File: src/shared/dslp_pkg.sv
// Constants shared by the sector layout block: register map, field positions,
// reset values and the per-format overhead figures.
// Assumes a 32-bit APB register bus and byte positions that fit in 16 bits.
package dslp_pkg;

  // Register byte offsets.
  localparam logic [7:0] CTRL_OFS = 8'h00;
  localparam logic [7:0] DATALEN_OFS = 8'h04;
  localparam logic [7:0] HDRLEN_OFS = 8'h08;
  localparam logic [7:0] CHECKLEN_OFS = 8'h0c;
  localparam logic [7:0] SECCMD_OFS = 8'h10;
  localparam logic [7:0] STATUS_OFS = 8'h14;
  localparam logic [7:0] SPACING_OFS = 8'h18;

  // Field positions.
  localparam int CTRL_MODEL_LSB = 0;
  localparam int CTRL_FMT_LSB = 2;
  localparam int SECCMD_VALID_BIT = 16;

  // Reset values.
  localparam logic [1:0] MODEL_RST = 2'h0;
  localparam logic [1:0] FMT_RST = 2'h2;
  localparam logic [15:0] DATALEN_RST = 16'h0085;
  localparam logic [15:0] HDRLEN_RST = 16'h0008;
  localparam logic [15:0] CHECKLEN_RST = 16'h0005;

  // Byte budget per track for the two formula families.
  localparam logic [15:0] BUDGET_STD = 16'h5dc0;
  localparam logic [15:0] BUDGET_LARGE = 16'h7d00;

  // Overhead bytes per format, lower-capacity pair then higher-capacity pair.
  localparam logic [15:0] OVHD_F1_LOW = 16'h003b;
  localparam logic [15:0] OVHD_F1_HIGH = 16'h0027;
  localparam logic [15:0] OVHD_F2_LOW = 16'h003c;
  localparam logic [15:0] OVHD_F2_HIGH = 16'h0028;
  localparam logic [15:0] OVHD_F3_LOW = 16'h004b;
  localparam logic [15:0] OVHD_F3_HIGH = 16'h0037;

  // Smallest data field selectable by the sector length switches.
  localparam logic [15:0] SW_BASE_DATA = 16'h0080;

  // Model codes: two lower-capacity models, then two higher-capacity ones.
  typedef enum logic [1:0] {MODEL_A, MODEL_B, MODEL_C, MODEL_D} dslp_model_t;
  // Sector formats; the fourth code is treated as the third format.
  typedef enum logic [1:0] {FMT_ONE, FMT_TWO, FMT_THREE, FMT_SPARE} dslp_fmt_t;

endpackage : dslp_pkg

File: src/shared/dslp_div_if.sv
// Request and answer signals between the layout logic and its divider.
// Assumes both ends run on the same clock.
`timescale 1ns/100ps
`default_nettype none
interface dslp_div_if #(parameter int W = 16);
  logic start;
  logic [W-1:0] dividend;
  logic [W-1:0] divisor;
  logic done;
  logic [W-1:0] quotient;
  modport req (output start, output dividend, output divisor, input done, input quotient);
  modport div (input start, input dividend, input divisor, output done, output quotient);
endinterface : dslp_div_if
`default_nettype wire

File: src/verilog/dslp_divider.sv
// Serial restoring divider, one quotient bit per clock, quotient rounded down.
// Assumes start is a one-cycle pulse and the operands hold until done.
`timescale 1ns/100ps
`default_nettype none
module dslp_divider #(
  parameter int W = 16
) (
  // Clock and reset.
  input wire logic ref_clk,
  input wire logic rstn,
  // Division port.
  dslp_div_if.div dv
);

  logic [W-1:0] rem_r;
  logic [W-1:0] quo_r;
  logic [$clog2(W+1)-1:0] cnt_r;
  logic busy_r;
  logic done_r;
  wire logic [W:0] remShift;
  wire logic fits;
  wire logic [W:0] remSub;

  // Trial subtraction; the fraction is simply dropped at the end.
  assign remShift = {rem_r, quo_r[W-1]};
  assign fits = remShift >= {1'b0, dv.divisor};
  assign remSub = remShift - {1'b0, dv.divisor};
  assign dv.done = done_r;
  assign dv.quotient = quo_r;

  // One shift-and-subtract step per cycle while busy.
  always_ff @(posedge ref_clk) begin
    if (!rstn) begin
      rem_r <= '0;
      quo_r <= '0;
      cnt_r <= '0;
      busy_r <= 1'b0;
      done_r <= 1'b0;
    end else begin
      done_r <= 1'b0;
      if (dv.start) begin
        rem_r <= '0;
        quo_r <= dv.dividend;
        cnt_r <= ($clog2(W+1))'(W);
        busy_r <= 1'b1;
      end else if (busy_r) begin
        rem_r <= fits ? remSub[W-1:0] : remShift[W-1:0];
        quo_r <= {quo_r[W-2:0], fits};
        cnt_r <= cnt_r - 1'b1;
        if (cnt_r == 1) begin
          busy_r <= 1'b0;
          done_r <= 1'b1;
        end
      end
    end
  end

endmodule : dslp_divider
`default_nettype wire

File: src/verilog/disk_sector_layout_pulse.sv
// Sector layout calculator and sector pulse generator for a disk drive.
// Assumes byteTick and indexPulse are one-cycle pulses synchronous to ref_clk.
// Summary of operation
// - Lower-capacity models get floor(24000 / (data + header + overhead)) sectors.
// - The largest model gets floor(32000 / (data + header + overhead)) sectors.
// - The sector count division discards any fraction.
// - The data length counts the check characters as well as the payload.
// - The first format adds 59 overhead bytes on the lower pair and 39 on the higher.
// - The second format adds 60 overhead bytes on the lower pair and 40 on the higher.
// - The third format adds 75 overhead bytes on the lower pair and 55 on the higher.
// - Without a sector-count command the switch setting picks the pulse count.
// - The switch count is the third-format count for the selected data field.
//
// Register access over APB and the placing of the registers were chosen for this implementation.
`timescale 1ns/100ps
`default_nettype none
module disk_sector_layout_pulse #(
  parameter int W = 16
) (
  // Clock and reset.
  input wire logic ref_clk,
  input wire logic rstn,
  // APB slave.
  input wire logic psel,
  input wire logic penable,
  input wire logic pwrite,
  input wire logic [7:0] paddr,
  input wire logic [31:0] pwdata,
  output logic pready,
  output logic [31:0] prdata,
  output logic pslverr,
  // Drive timing and switches.
  input wire logic byteTick,
  input wire logic indexPulse,
  input wire logic [1:0] sectorLengthSwitch,
  // Sector pulse to the controller.
  output logic sectorPulse
);

  typedef enum logic [1:0] {ST_IDLE, ST_LAYOUT, ST_SWITCH, ST_SPACING} dslp_state_t;

  dslp_state_t state_r;
  dslp_div_if #(.W(W)) divBus ();

  logic [1:0] model_r;
  logic [1:0] fmt_r;
  logic [W-1:0] dataLen_r;
  logic [W-1:0] hdrLen_r;
  logic [W-1:0] checkLen_r;
  logic [W-1:0] cmdCount_r;
  logic cmdValid_r;
  logic [W-1:0] layoutCount_r;
  logic [W-1:0] switchCount_r;
  logic [W-1:0] activeCount_r;
  logic [W-1:0] spacing_r;
  logic [W-1:0] bytePos_r;
  logic [W-1:0] nextMark_r;
  logic [W-1:0] pulsesLeft_r;
  logic [1:0] swPrev_r;
  logic recalc_r;
  logic divStart_r;
  logic pready_r;
  logic [31:0] prdata_r;
  logic pslverr_r;
  logic sectorPulse_r;

  // Overhead by format and capacity pair.
  function automatic logic [W-1:0] formatOverheadBytes(input logic [1:0] fmt, input logic high);
    logic [15:0] v;
    v = high ? dslp_pkg::OVHD_F3_HIGH : dslp_pkg::OVHD_F3_LOW;
    if (fmt == dslp_pkg::FMT_ONE) begin
      v = high ? dslp_pkg::OVHD_F1_HIGH : dslp_pkg::OVHD_F1_LOW;
    end else if (fmt == dslp_pkg::FMT_TWO) begin
      v = high ? dslp_pkg::OVHD_F2_HIGH : dslp_pkg::OVHD_F2_LOW;
    end
    return W'(v);
  endfunction : formatOverheadBytes

  // Decode of the capacity pair, used by the first two divisions, and the byte budget, shared by all three.
  wire logic highPair = model_r[1];
  wire logic [W-1:0] budget = (model_r == dslp_pkg::MODEL_D) ? W'(dslp_pkg::BUDGET_LARGE)
                                                             : W'(dslp_pkg::BUDGET_STD);
  wire logic [W-1:0] layoutDiv = dataLen_r + hdrLen_r + formatOverheadBytes(fmt_r, highPair);
  wire logic [W-1:0] swData = W'(dslp_pkg::SW_BASE_DATA << sectorLengthSwitch);
  wire logic [W-1:0] switchDiv = swData + checkLen_r + hdrLen_r
                                 + formatOverheadBytes(dslp_pkg::FMT_THREE, highPair);
  wire logic [W-1:0] chosenCount = cmdValid_r ? cmdCount_r : switchCount_r;

  // Divider request: the divisor follows the current phase.
  assign divBus.start = divStart_r;
  assign divBus.dividend = budget;
  assign divBus.divisor = (state_r == ST_LAYOUT) ? layoutDiv
                        : (state_r == ST_SWITCH) ? switchDiv : chosenCount;

  dslp_divider #(.W(W)) uDiv (
    .ref_clk(ref_clk),
    .rstn(rstn),
    .dv(divBus)
  );

  // APB decode; registers answer with one wait state.
  wire logic access = psel && penable && pready_r;
  wire logic wrEn = access && pwrite;
  wire logic mapped = paddr <= dslp_pkg::SPACING_OFS && paddr[1:0] == 2'h0;
  wire logic roHit = paddr == dslp_pkg::STATUS_OFS || paddr == dslp_pkg::SPACING_OFS;
  wire logic cfgWrite = wrEn && mapped && !roHit;
  logic [31:0] rdMux;
  always_comb begin
    rdMux = 32'h0000_0000;
    unique case (paddr)
      dslp_pkg::CTRL_OFS: rdMux = {28'h0, fmt_r, model_r};
      dslp_pkg::DATALEN_OFS: rdMux = 32'(dataLen_r);
      dslp_pkg::HDRLEN_OFS: rdMux = 32'(hdrLen_r);
      dslp_pkg::CHECKLEN_OFS: rdMux = 32'(checkLen_r);
      dslp_pkg::SECCMD_OFS: rdMux = {15'h0, cmdValid_r, 16'(cmdCount_r)};
      dslp_pkg::STATUS_OFS: rdMux = {16'(activeCount_r), 16'(layoutCount_r)};
      dslp_pkg::SPACING_OFS: rdMux = {16'(bytePos_r), 16'(spacing_r)};
      default: rdMux = 32'h0000_0000;
    endcase
  end

  // Bus handshake and answer registers.
  always_ff @(posedge ref_clk) begin
    if (!rstn) begin
      pready_r <= 1'b0;
      prdata_r <= 32'h0000_0000;
      pslverr_r <= 1'b0;
    end else begin
      pready_r <= psel && penable && !pready_r;
      prdata_r <= (psel && penable && !pready_r && !pwrite) ? rdMux : 32'h0000_0000;
      pslverr_r <= psel && penable && !pready_r && !mapped;
    end
  end

  // Software-writable configuration.
  always_ff @(posedge ref_clk) begin
    if (!rstn) begin
      model_r <= dslp_pkg::MODEL_RST;
      fmt_r <= dslp_pkg::FMT_RST;
      dataLen_r <= W'(dslp_pkg::DATALEN_RST);
      hdrLen_r <= W'(dslp_pkg::HDRLEN_RST);
      checkLen_r <= W'(dslp_pkg::CHECKLEN_RST);
      cmdCount_r <= '0;
      cmdValid_r <= 1'b0;
    end else if (cfgWrite) begin
      unique case (paddr)
        dslp_pkg::CTRL_OFS: begin
          model_r <= pwdata[dslp_pkg::CTRL_MODEL_LSB +: 2];
          fmt_r <= pwdata[dslp_pkg::CTRL_FMT_LSB +: 2];
        end
        dslp_pkg::DATALEN_OFS: dataLen_r <= pwdata[W-1:0];
        dslp_pkg::HDRLEN_OFS: hdrLen_r <= pwdata[W-1:0];
        dslp_pkg::CHECKLEN_OFS: checkLen_r <= pwdata[W-1:0];
        dslp_pkg::SECCMD_OFS: begin
          cmdCount_r <= pwdata[W-1:0];
          cmdValid_r <= pwdata[dslp_pkg::SECCMD_VALID_BIT];
        end
        default: cmdValid_r <= cmdValid_r;
      endcase
    end
  end

  // Recalculation request; a new cause in the start cycle keeps it pending.
  always_ff @(posedge ref_clk) begin
    if (!rstn) begin
      recalc_r <= 1'b1;
      swPrev_r <= 2'h0;
    end else begin
      swPrev_r <= sectorLengthSwitch;
      if (cfgWrite || swPrev_r != sectorLengthSwitch) begin
        recalc_r <= 1'b1;
      end else if (divStart_r && state_r == ST_LAYOUT) begin
        recalc_r <= 1'b0;
      end
    end
  end

  // Three chained divisions: layout count, switch count, then pulse spacing.
  always_ff @(posedge ref_clk) begin
    if (!rstn) begin
      state_r <= ST_IDLE;
      divStart_r <= 1'b0;
      layoutCount_r <= '0;
      switchCount_r <= '0;
      activeCount_r <= '0;
      spacing_r <= '0;
    end else begin
      divStart_r <= 1'b0;
      unique case (state_r)
        ST_IDLE: if (recalc_r) begin
          state_r <= ST_LAYOUT;
          divStart_r <= 1'b1;
        end
        ST_LAYOUT: if (divBus.done) begin
          layoutCount_r <= divBus.quotient;
          state_r <= ST_SWITCH;
          divStart_r <= 1'b1;
        end
        ST_SWITCH: if (divBus.done) begin
          switchCount_r <= divBus.quotient;
          state_r <= ST_SPACING;
          // Always start: the fresh switch count reaches chosenCount only next cycle,
          // so deciding on it here could leave this state waiting for a done that never comes.
          divStart_r <= 1'b1;
        end
        ST_SPACING: if (divBus.done) begin
          // A zero count would divide by zero, so it means no sector pulses.
          activeCount_r <= chosenCount;
          spacing_r <= (chosenCount == '0) ? '0 : divBus.quotient;
          state_r <= ST_IDLE;
        end
      endcase
    end
  end

  // Byte position and sector marks; the first sector starts at index.
  always_ff @(posedge ref_clk) begin
    if (!rstn) begin
      bytePos_r <= '0;
      nextMark_r <= '0;
      pulsesLeft_r <= '0;
      sectorPulse_r <= 1'b0;
    end else begin
      sectorPulse_r <= 1'b0;
      if (indexPulse) begin
        bytePos_r <= '0;
        nextMark_r <= spacing_r;
        pulsesLeft_r <= (activeCount_r == '0) ? '0 : activeCount_r - 1'b1;
        sectorPulse_r <= activeCount_r != '0;
      end else if (byteTick) begin
        bytePos_r <= bytePos_r + 1'b1;
        if (bytePos_r + 1'b1 == nextMark_r && pulsesLeft_r != '0) begin
          sectorPulse_r <= 1'b1;
          nextMark_r <= nextMark_r + spacing_r;
          pulsesLeft_r <= pulsesLeft_r - 1'b1;
        end
      end
    end
  end

  assign pready = pready_r;
  assign prdata = prdata_r;
  assign pslverr = pslverr_r;
  assign sectorPulse = sectorPulse_r;

endmodule : disk_sector_layout_pulse
`default_nettype wire

File: config.mk
export PLATFORM = sky130hd
export DESIGN_NAME = disk_sector_layout_pulse
export DESIGN_NICKNAME = d
export VERILOG_FILES = /design/src/shared/dslp_pkg.sv /design/src/shared/dslp_div_if.sv /design/src/verilog/dslp_divider.sv /design/src/verilog/disk_sector_layout_pulse.sv
export SDC_FILE = /design/constraint.sdc
export NUM_CORES = 1
export LEC_CHECK = 0
export BUFFER_PORTS_ARGS = -buffer_cell sky130_fd_sc_hd__buf_2
export CORE_UTILIZATION = 60
export CTS_CLUSTER_SIZE = 14
export DETAILED_ROUTE_END_ITERATION = 16
export PLACE_DENSITY_LB_ADDON = 0.12
export SETUP_SLACK_MARGIN = 0.3
export SLEW_MARGIN = 10
export SYNTH_ARGS = -nofsm -noshare
export SYNTH_HDL_FRONTEND = slang
export SYNTH_SLANG_ARGS = --single-unit
File: constraint.sdc
create_clock -name ref_clk -period 15.26 [get_ports ref_clk]
set_input_delay 3.052 -clock ref_clk [delete_from_list [all_inputs] [get_ports ref_clk]]
set_output_delay 3.052 -clock ref_clk [all_outputs]
set_load 0.05 [all_outputs]
Word-level counts from Yosys, hierarchy flattened
Cells that the tools add are included.
Word-level totals
  flip-flop bits (word level): 261
  output and inout port bits: 35
Cells by class
  add/subtract/negate cells: 11
  bitwise gates (word level): 2
  shift operators: 1
  equality and inequality tests: 18
  multiplexer cells: 38
  order comparisons: 2
  reduce and logical (&&, ||, !) cells: 44
Operators with widths (count)
  two-way mux 16 bit: 14
  case mux 32 bit (7 select lines): 1
  adder 16 bit: 5
  logical NOT 16 bit: 2
  nonzero test 16 bit: 2
  subtractor 16 x 1 -> 16 bit, second input constant: 2
  == test 8 x 5 -> 1 bit, second input constant: 3
  two-way mux 7 bit: 3
  two-way mux 5 bit: 4
  AND reduction 2 bit: 10
  >= comparator 17 x 16 -> 1 bit: 1
  adder 16 x 1 -> 16 bit, second input constant: 1
  adder 16 x 7 -> 16 bit: 1
  == test 16 bit: 1
  == test 8 x 4 -> 1 bit, second input constant: 2
  left shift 8 x 2 -> 16 bit, first input constant: 1
  subtractor 16 bit: 1
  two-way mux 14 bit: 1
  logical AND 1 bit: 11
  two-way mux 1 bit: 9
  == test 8 x 3 -> 1 bit, second input constant: 1
  less-or-equal comparator 8 x 5 -> 1 bit, second input constant: 1
  logical NOT 8 bit: 1
  two-way mux 2 bit: 4
  other kinds (17): 34

Depth between registers and ports, before layout
  word-level depth: 9
  mapped depth: 25
  gate-level depth less buffers: 24

Hierarchy
A second synthesis with hierarchy kept.
Second synthesis, totals
  cell total of the unflattened synthesis: 1994
  area, all modules: 15921.5 sq um
By module, submodules not included
  disk_sector_layout_pulse: instances 1, area an instance 13277.7 sq um, seq. area each 4444.3 sq um, cells an instance 1657
  dslp_divider: instances 1, area an instance 2643.8 sq um, seq. area each 780.7 sq um, cells an instance 337

Worst setup path after synthesis
No wires, ideal clock.
  path type: input to register
  from: in sectorLengthSwitch[1]
  to: reg uDiv.rem_r[3]
  required time: 15.174 ns
  slack: 7.937 ns
  library setup time: 0.086 ns
  cell stages on the path: 20
  buffers on the path: 1
  arrival: 7.237 ns
  cells stage by stage: nand2b_1 > fa_1 > inv_1 > ha_1 > ha_1 > a21oi_1 > a21oi_1 > a2111oi_0 > xnor2_1 > a211o_1 > o21ai_0 > ha_1 > and2_1 > a22o_1 > o31a_1 > o32ai_2 > buf_4 > nand2_1 > o31a_1 > a211oi_1
On the way
  longest elaborated chain between the ends: 8
Ends and longest elaborated chain
  start: declaration: RTL line disk_sector_layout_pulse.sv:35  | input wire logic [1:0] sectorLengthSwitch,
  left shift 8 x 2 -> 16 bit (*): RTL line disk_sector_layout_pulse.sv:84  | wire logic [W-1:0] swData = W'(dslp_pkg::SW_BASE_DATA << sectorLengthSwitch);
  adder 16 bit (*) (2 in a row): RTL line disk_sector_layout_pulse.sv:85  | wire logic [W-1:0] switchDiv = swData + checkLen_r + hdrLen_r
  adder 16 x 7 -> 16 bit (*): RTL line disk_sector_layout_pulse.sv:86  | + formatOverheadBytes(dslp_pkg::FMT_THREE, highPair);
  two-way mux 16 bit (*): RTL line disk_sector_layout_pulse.sv:93  | : (state_r == ST_SWITCH) ? switchDiv : chosenCount;
  two-way mux 16 bit (*): RTL line disk_sector_layout_pulse.sv:92  | assign divBus.divisor = (state_r == ST_LAYOUT) ? layoutDiv
  subtractor 16 bit / >= comparator 17 x 16 -> 1 bit (equally long branches): RTL line dslp_divider.sv:27, dslp_divider.sv:26
  two-way mux 16 bit (*): RTL line dslp_divider.sv:47  | rem_r <= fits ? remSub[W-1:0] : remShift[W-1:0];
  end signal: assignment: RTL line dslp_divider.sv:47
  end: declaration: RTL line dslp_divider.sv:15  | logic [W-1:0] rem_r;
Mark *: on every way between the ends. The rest lies on a longest branch, timed or not.
A chain may end at the register's enable or synchronous reset.

Worst setup path after layout
  from: in sectorLengthSwitch[1]
  to: reg uDiv.rem_r[4]
The elaborated chain is that of the path after synthesis.

==> run_summary.xml <==
<?xml version="1.0" encoding="UTF-8"?>
<metrics>
  <group name="floorplanning">
    <metric name="io_pins" unit="">84</metric>
    <metric name="die_outline_area" unit="µm²">26820</metric>
    <metric name="core_area" unit="µm²">25400</metric>
    <metric name="fp-row-count" unit="">58</metric>
    <metric name="fp.dieH" unit="µm">163.8</metric>
    <metric name="initial_utilization" unit="">0.6183</metric>
    <metric name="chipWidth" unit="µm">163.8</metric>
  </group>
  <group name="power_and_ir_drop">
    <metric name="post-layout-total-power" unit="µW">2047</metric>
    <metric name="pwr-share-comb" unit="">0.283</metric>
    <metric name="leakage_power_total" unit="µW">0.007039</metric>
    <metric name="cellInternalPower" unit="µW">1383</metric>
    <metric name="p_seq_frac" unit="">0.369</metric>
    <metric name="switching_power" unit="µW">664.7</metric>
    <metric name="power_switching_share" unit="">0.3247</metric>
    <metric name="vdd_drop_max" unit="µV">165.1</metric>
    <metric name="cellPowerDensity" unit="nW/µm²">120.3</metric>
    <metric name="p_clk_frac" unit="">0.348</metric>
  </group>
  <group name="synthesis">
    <metric name="synthCells" unit="">1885</metric>
    <metric name="synth_edf_count" unit="">0</metric>
    <metric name="ys_seq_elements" unit="">261</metric>
    <metric name="synth_warn" unit="">0</metric>
    <metric name="seq_area_frac_synth" unit="">0.3327</metric>
    <metric name="portion_of_synthesized_cell_area_occupied_by_the_leading_cell_type" unit="">0.3327</metric>
    <metric name="synth_top_cells_by_area" unit="">dfxtp_1, ha_1, mux2i_1</metric>
    <metric name="synth-async-reset-ratio" unit="">0</metric>
    <metric name="number_of_nets_produced_by_synthesis" unit="">2054</metric>
    <metric name="postSynth.topFlopCell" unit="">dfxtp_1</metric>
    <metric name="post_synth_instance_area" unit="µm²">15700</metric>
    <metric name="yosysUniqueCellTypes" unit="">83</metric>
    <metric name="yosys.area.top_type" unit="">dfxtp_1</metric>
    <metric name="postSynthAreaPerCell" unit="µm²">8.331</metric>
  </group>
  <group name="sta">
    <metric name="fin_worst_skew" unit="ns">0.02562</metric>
    <metric name="setup_total_negative_slack" unit="ns">0</metric>
    <metric name="final-setup-viol-count" unit="">0</metric>
    <metric name="max_freq" unit="GHz">0.1324</metric>
    <metric name="hold_viol_final" unit="">0</metric>
    <metric name="layout_worst_path_cycle_share" unit="">0.4948</metric>
    <metric name="timing.final.crit_period" unit="ns">7.551</metric>
    <metric name="timing.max_slew.rel_slack" unit="">0.1118</metric>
    <metric name="drv_slew" unit="">0</metric>
    <metric name="unrepaired_setup_endpoints_after_global_routing" unit="">no</metric>
    <metric name="worst-slew-pin-transition" unit="ns">1.332</metric>
  </group>
  <group name="run">
    <metric name="drv_cap" unit="">0</metric>
  </group>
  <group name="final_layout">
    <metric name="finalNetCount" unit="">2052</metric>
    <metric name="final_common_cell" unit="">dfxtp_1</metric>
    <metric name="antenna_cells" unit="">0</metric>
    <metric name="share_of_layout_cells_above_drive_strength_1" unit="">0.09196</metric>
    <metric name="layout-area-overhead-vs-synth" unit="%">8.374</metric>
    <metric name="postLayoutCoreUtil" unit="">0.6700</metric>
    <metric name="final.fill_count" unit="">2155</metric>
    <metric name="layout_common_cells" unit="">dfxtp_1, nand2_1, nor2_1</metric>
  </group>
  <group name="clock_tree">
    <metric name="cts-htree-levels" unit="">1</metric>
    <metric name="cts.root.buffer_cell" unit="">clkbuf_16</metric>
    <metric name="buffer_depth_of_the_longest_clock_path" unit="">3</metric>
    <metric name="post_cts_buffers" unit="">0</metric>
    <metric name="cts.sinks" unit="">261</metric>
    <metric name="cts_hold_repair.buffers" unit="">0</metric>
    <metric name="tritoncts_clock_tree" unit="">yes</metric>
    <metric name="worst_setup_hold_path_clk_slew" unit="ns">0.06</metric>
    <metric name="clock_latency" unit="ns">0.56</metric>
    <metric name="cts_resized" unit="">0</metric>
    <metric name="tritoncts_buffers" unit="">28</metric>
  </group>
  <group name="setup_path">
    <metric name="r2r_start" unit="">fmt_r[0]$_SDFFE_PN0P_</metric>
    <metric name="critPathMostFrequentCell" unit="">ha_1</metric>
    <metric name="timing.critical_path.to" unit="">uDiv.rem_r[4]$_SDFFE_PP0P_</metric>
    <metric name="crit_path_max_fanout" unit="">23</metric>
    <metric name="start_kind" unit="">input port</metric>
    <metric name="worstSetupPathType" unit="">in -&gt; reg</metric>
    <metric name="critical_path_s_slowest_cell" unit="">a2111oi_0</metric>
    <metric name="crit_path_start" unit="">sectorLengthSwitch[1]</metric>
    <metric name="reg2reg_slack" unit="ns">9.17</metric>
    <metric name="ff2ff_path_depth" unit="">22</metric>
    <metric name="required" unit="ns">15.69</metric>
    <metric name="endpoint_class_of_the_critical_path" unit="">register</metric>
    <metric name="max_stage_delay" unit="ns">0.57</metric>
    <metric name="critical_r2r_capture" unit="">uDiv.rem_r[4]$_SDFFE_PP0P_</metric>
    <metric name="cp_cell_sequence" unit="">buf_2 &gt; nand2b_1 &gt; fa_1 &gt; inv_1 &gt; ha_1 &gt; ha_1 &gt; a21oi_1 &gt; a21oi_1 &gt; a2111oi_0 &gt; xnor2_1 &gt; a211o_1 &gt; o21ai_0 &gt; ha_1 &gt; and2_1 &gt; nand2_1 &gt; a211oi_1 &gt; o31a_1 &gt; o32ai_2 &gt; buf_4 &gt; or3_1 &gt; a311oi_1</metric>
    <metric name="critical_path_arrival" unit="ns">7.98</metric>
  </group>
  <group name="hold_path">
    <metric name="whs_path_depth" unit="">2</metric>
    <metric name="worstHoldPathType" unit="">reg -&gt; reg</metric>
  </group>
  <group name="drt">
    <metric name="drt_pre_antenna_iters" unit="">6</metric>
    <metric name="num_vias" unit="">13780</metric>
    <metric name="drt-wirelength-per-cell" unit="µm">19.91</metric>
    <metric name="antenna_violating_nets_post_route" unit="">0</metric>
    <metric name="route.detailed.vias_per_inst" unit="">6.173</metric>
    <metric name="remaining_drc_errors" unit="">0</metric>
    <metric name="finalWirelength" unit="µm">44470</metric>
    <metric name="drtIter0Drc" unit="">1652</metric>
  </group>
  <group name="place">
    <metric name="detailedPlacementHpwl" unit="µm">31590</metric>
    <metric name="port-buffer-count" unit="">68</metric>
    <metric name="gpl.final_weighted_congestion" unit="">0.8935</metric>
  </group>
  <group name="global_route">
    <metric name="pin_count_of_the_biggest_net_entering_global_routing" unit="">88</metric>
    <metric name="globalRouteTotalUtil" unit="">0.3324</metric>
    <metric name="via_count_of_the_first_global_routing_pass" unit="">12800</metric>
    <metric name="grt_pass1_wl" unit="µm">69570</metric>
    <metric name="grt_overflow" unit="">0</metric>
    <metric name="grt_antenna_before_repair" unit="">0</metric>
  </group>
  <group name="status">
    <metric name="outcome" unit="">completed</metric>
  </group>
</metrics>
[layer usage]
layer	share of wire	wire length, µm	vias up	global-route usage
li1	-	-	6649	-
met1	0.45	20050	6483	0.4750
met2	0.43	19020	557	0.5044
met3	0.088	3915	95	0.05581
met4	0.033	1481	0	0.1124
met5	0	0	-	0
[cells by family after synthesis]
group                      after synthesis  share of synthesized area
DFF                                    261                     0.3327
AOI/OAI and AO/OA                      455                     0.1921
xor gates and xnor gates                98                    0.05514
buffers and inverters                  194                    0.05091
and+or+nand+nor                        640                     0.1885
adders and majority gates              120                     0.1052
muxes                                  117                    0.07545
[Yosys cell counts (7+ instances only)]
master and count:
and2_1 13, nor3_1 31, nor2_1 222, a311oi_2 8, a221oi_1 12, o21ai_0 57
nor2b_1 13, a31oi_1 9, a21o_1 17, a21oi_1 157, xor2_1 33, ha_1 100
xnor2_1 64, clkbuf_1 75, o31ai_1 7, fa_1 20, nand2b_1 13, mux2i_1 106
nand3_1 24, a22oi_1 33, o21a_1 14, a211oi_1 65, nand2_1 231, inv_1 80
o211ai_1 10, mux2_2 11, or3_1 16, o211a_1 7, o22ai_1 14, and3_1 12
nand4_1 16, buf_2 18, dfxtp_1 261, buf_1 12
[area by class of cell]
| type | instances | area (µm²) | area share |
|---|---|---|---|
| Clock buffer | 38 | 779.5 | 0.04580 |
| Timing Repair Buffer | 81 | 437.9 | 0.02573 |
| Clock inverter | 12 | 176.4 | 0.01037 |
| Sequential cell | 261 | 5226 | 0.3071 |
| Multi-Input combinational cell | 1430 | 9679 | 0.5687 |
| Inverter | 81 | 306.5 | 0.01801 |
| Tap cell | 330 | 412.9 | 0.02426 |
[worst min path at each step]
| stage | start | end | slack, ns |
|---|---|---|---|
| detailed placement | layoutCount_r[8]$_SDFFE_PN0P_ | layoutCount_r[8]$_SDFFE_PN0P_ | 0.45 |
| global placement | switchCount_r[5]$_SDFFE_PN0P_ | switchCount_r[5]$_SDFFE_PN0P_ | 0.44 |
| CTS | layoutCount_r[8]$_SDFFE_PN0P_ | layoutCount_r[8]$_SDFFE_PN0P_ | 0.45 |
| finish | layoutCount_r[8]$_SDFFE_PN0P_ | layoutCount_r[8]$_SDFFE_PN0P_ | 0.45 |
| floorplan | switchCount_r[0]$_SDFFE_PN0P_ | switchCount_r[0]$_SDFFE_PN0P_ | 0.44 |
| global route | layoutCount_r[2]$_SDFFE_PN0P_ | layoutCount_r[2]$_SDFFE_PN0P_ | 0.48 |
[registers in the layout, summed over array words and instances (netlist names), 2 cells and up]
register,count
bytePos_r,16
activeCount_r,16
hdrLen_r,16
model_r,2
cmdCount_r,16
switchCount_r,16
checkLen_r,16
dataLen_r,16
pulsesLeft_r,16
uDiv.dv.quotient,16
state_r,2
fmt_r,2
swPrev_r,2
uDiv.rem_r,16
spacing_r,16
nextMark_r,16
prdata,32
uDiv.cnt_r,5
layoutCount_r,16
[power groups by stage]
stage / registers (µW) / logic [µW] / clock network [µW]
2_1_floorplan: 751 / 466 / 0
3_3_place_gp: 767 / 562 / 0
3_5_place_dp: 769 / 573 / 0
4_1_cts: 754 / 576 / 718
5_1_grt: 759 / 644 / 743
6_report: 755 / 580 / 713
[metrics by stage]
step,std cells,hold slack (ns),setup WS [ns],area [µm²]
6_report,2233,0.4530,7.709,17020
3_3_place_gp,2183,0.4428,7.255,16060
4_1_cts,2233,0.4538,7.784,17020
5_1_grt,2233,0.4810,7.355,17020
2_1_floorplan,1885,0.4357,7.937,15700
3_5_place_dp,2183,0.4463,7.265,16060
[worst max-delay path, delay by kind of cell]
kind | cells | cell delay [ns]
AOI/OAI and AO/OA | 9 | 2.01
adders and majority gates | 4 | 1.53
and+or+nand+nor | 4 | 0.78
buffers and inverters | 3 | 0.43
xor gates and xnor gates | 1 | 0.19
Note: power is estimated with default switching activity, not from simulation.
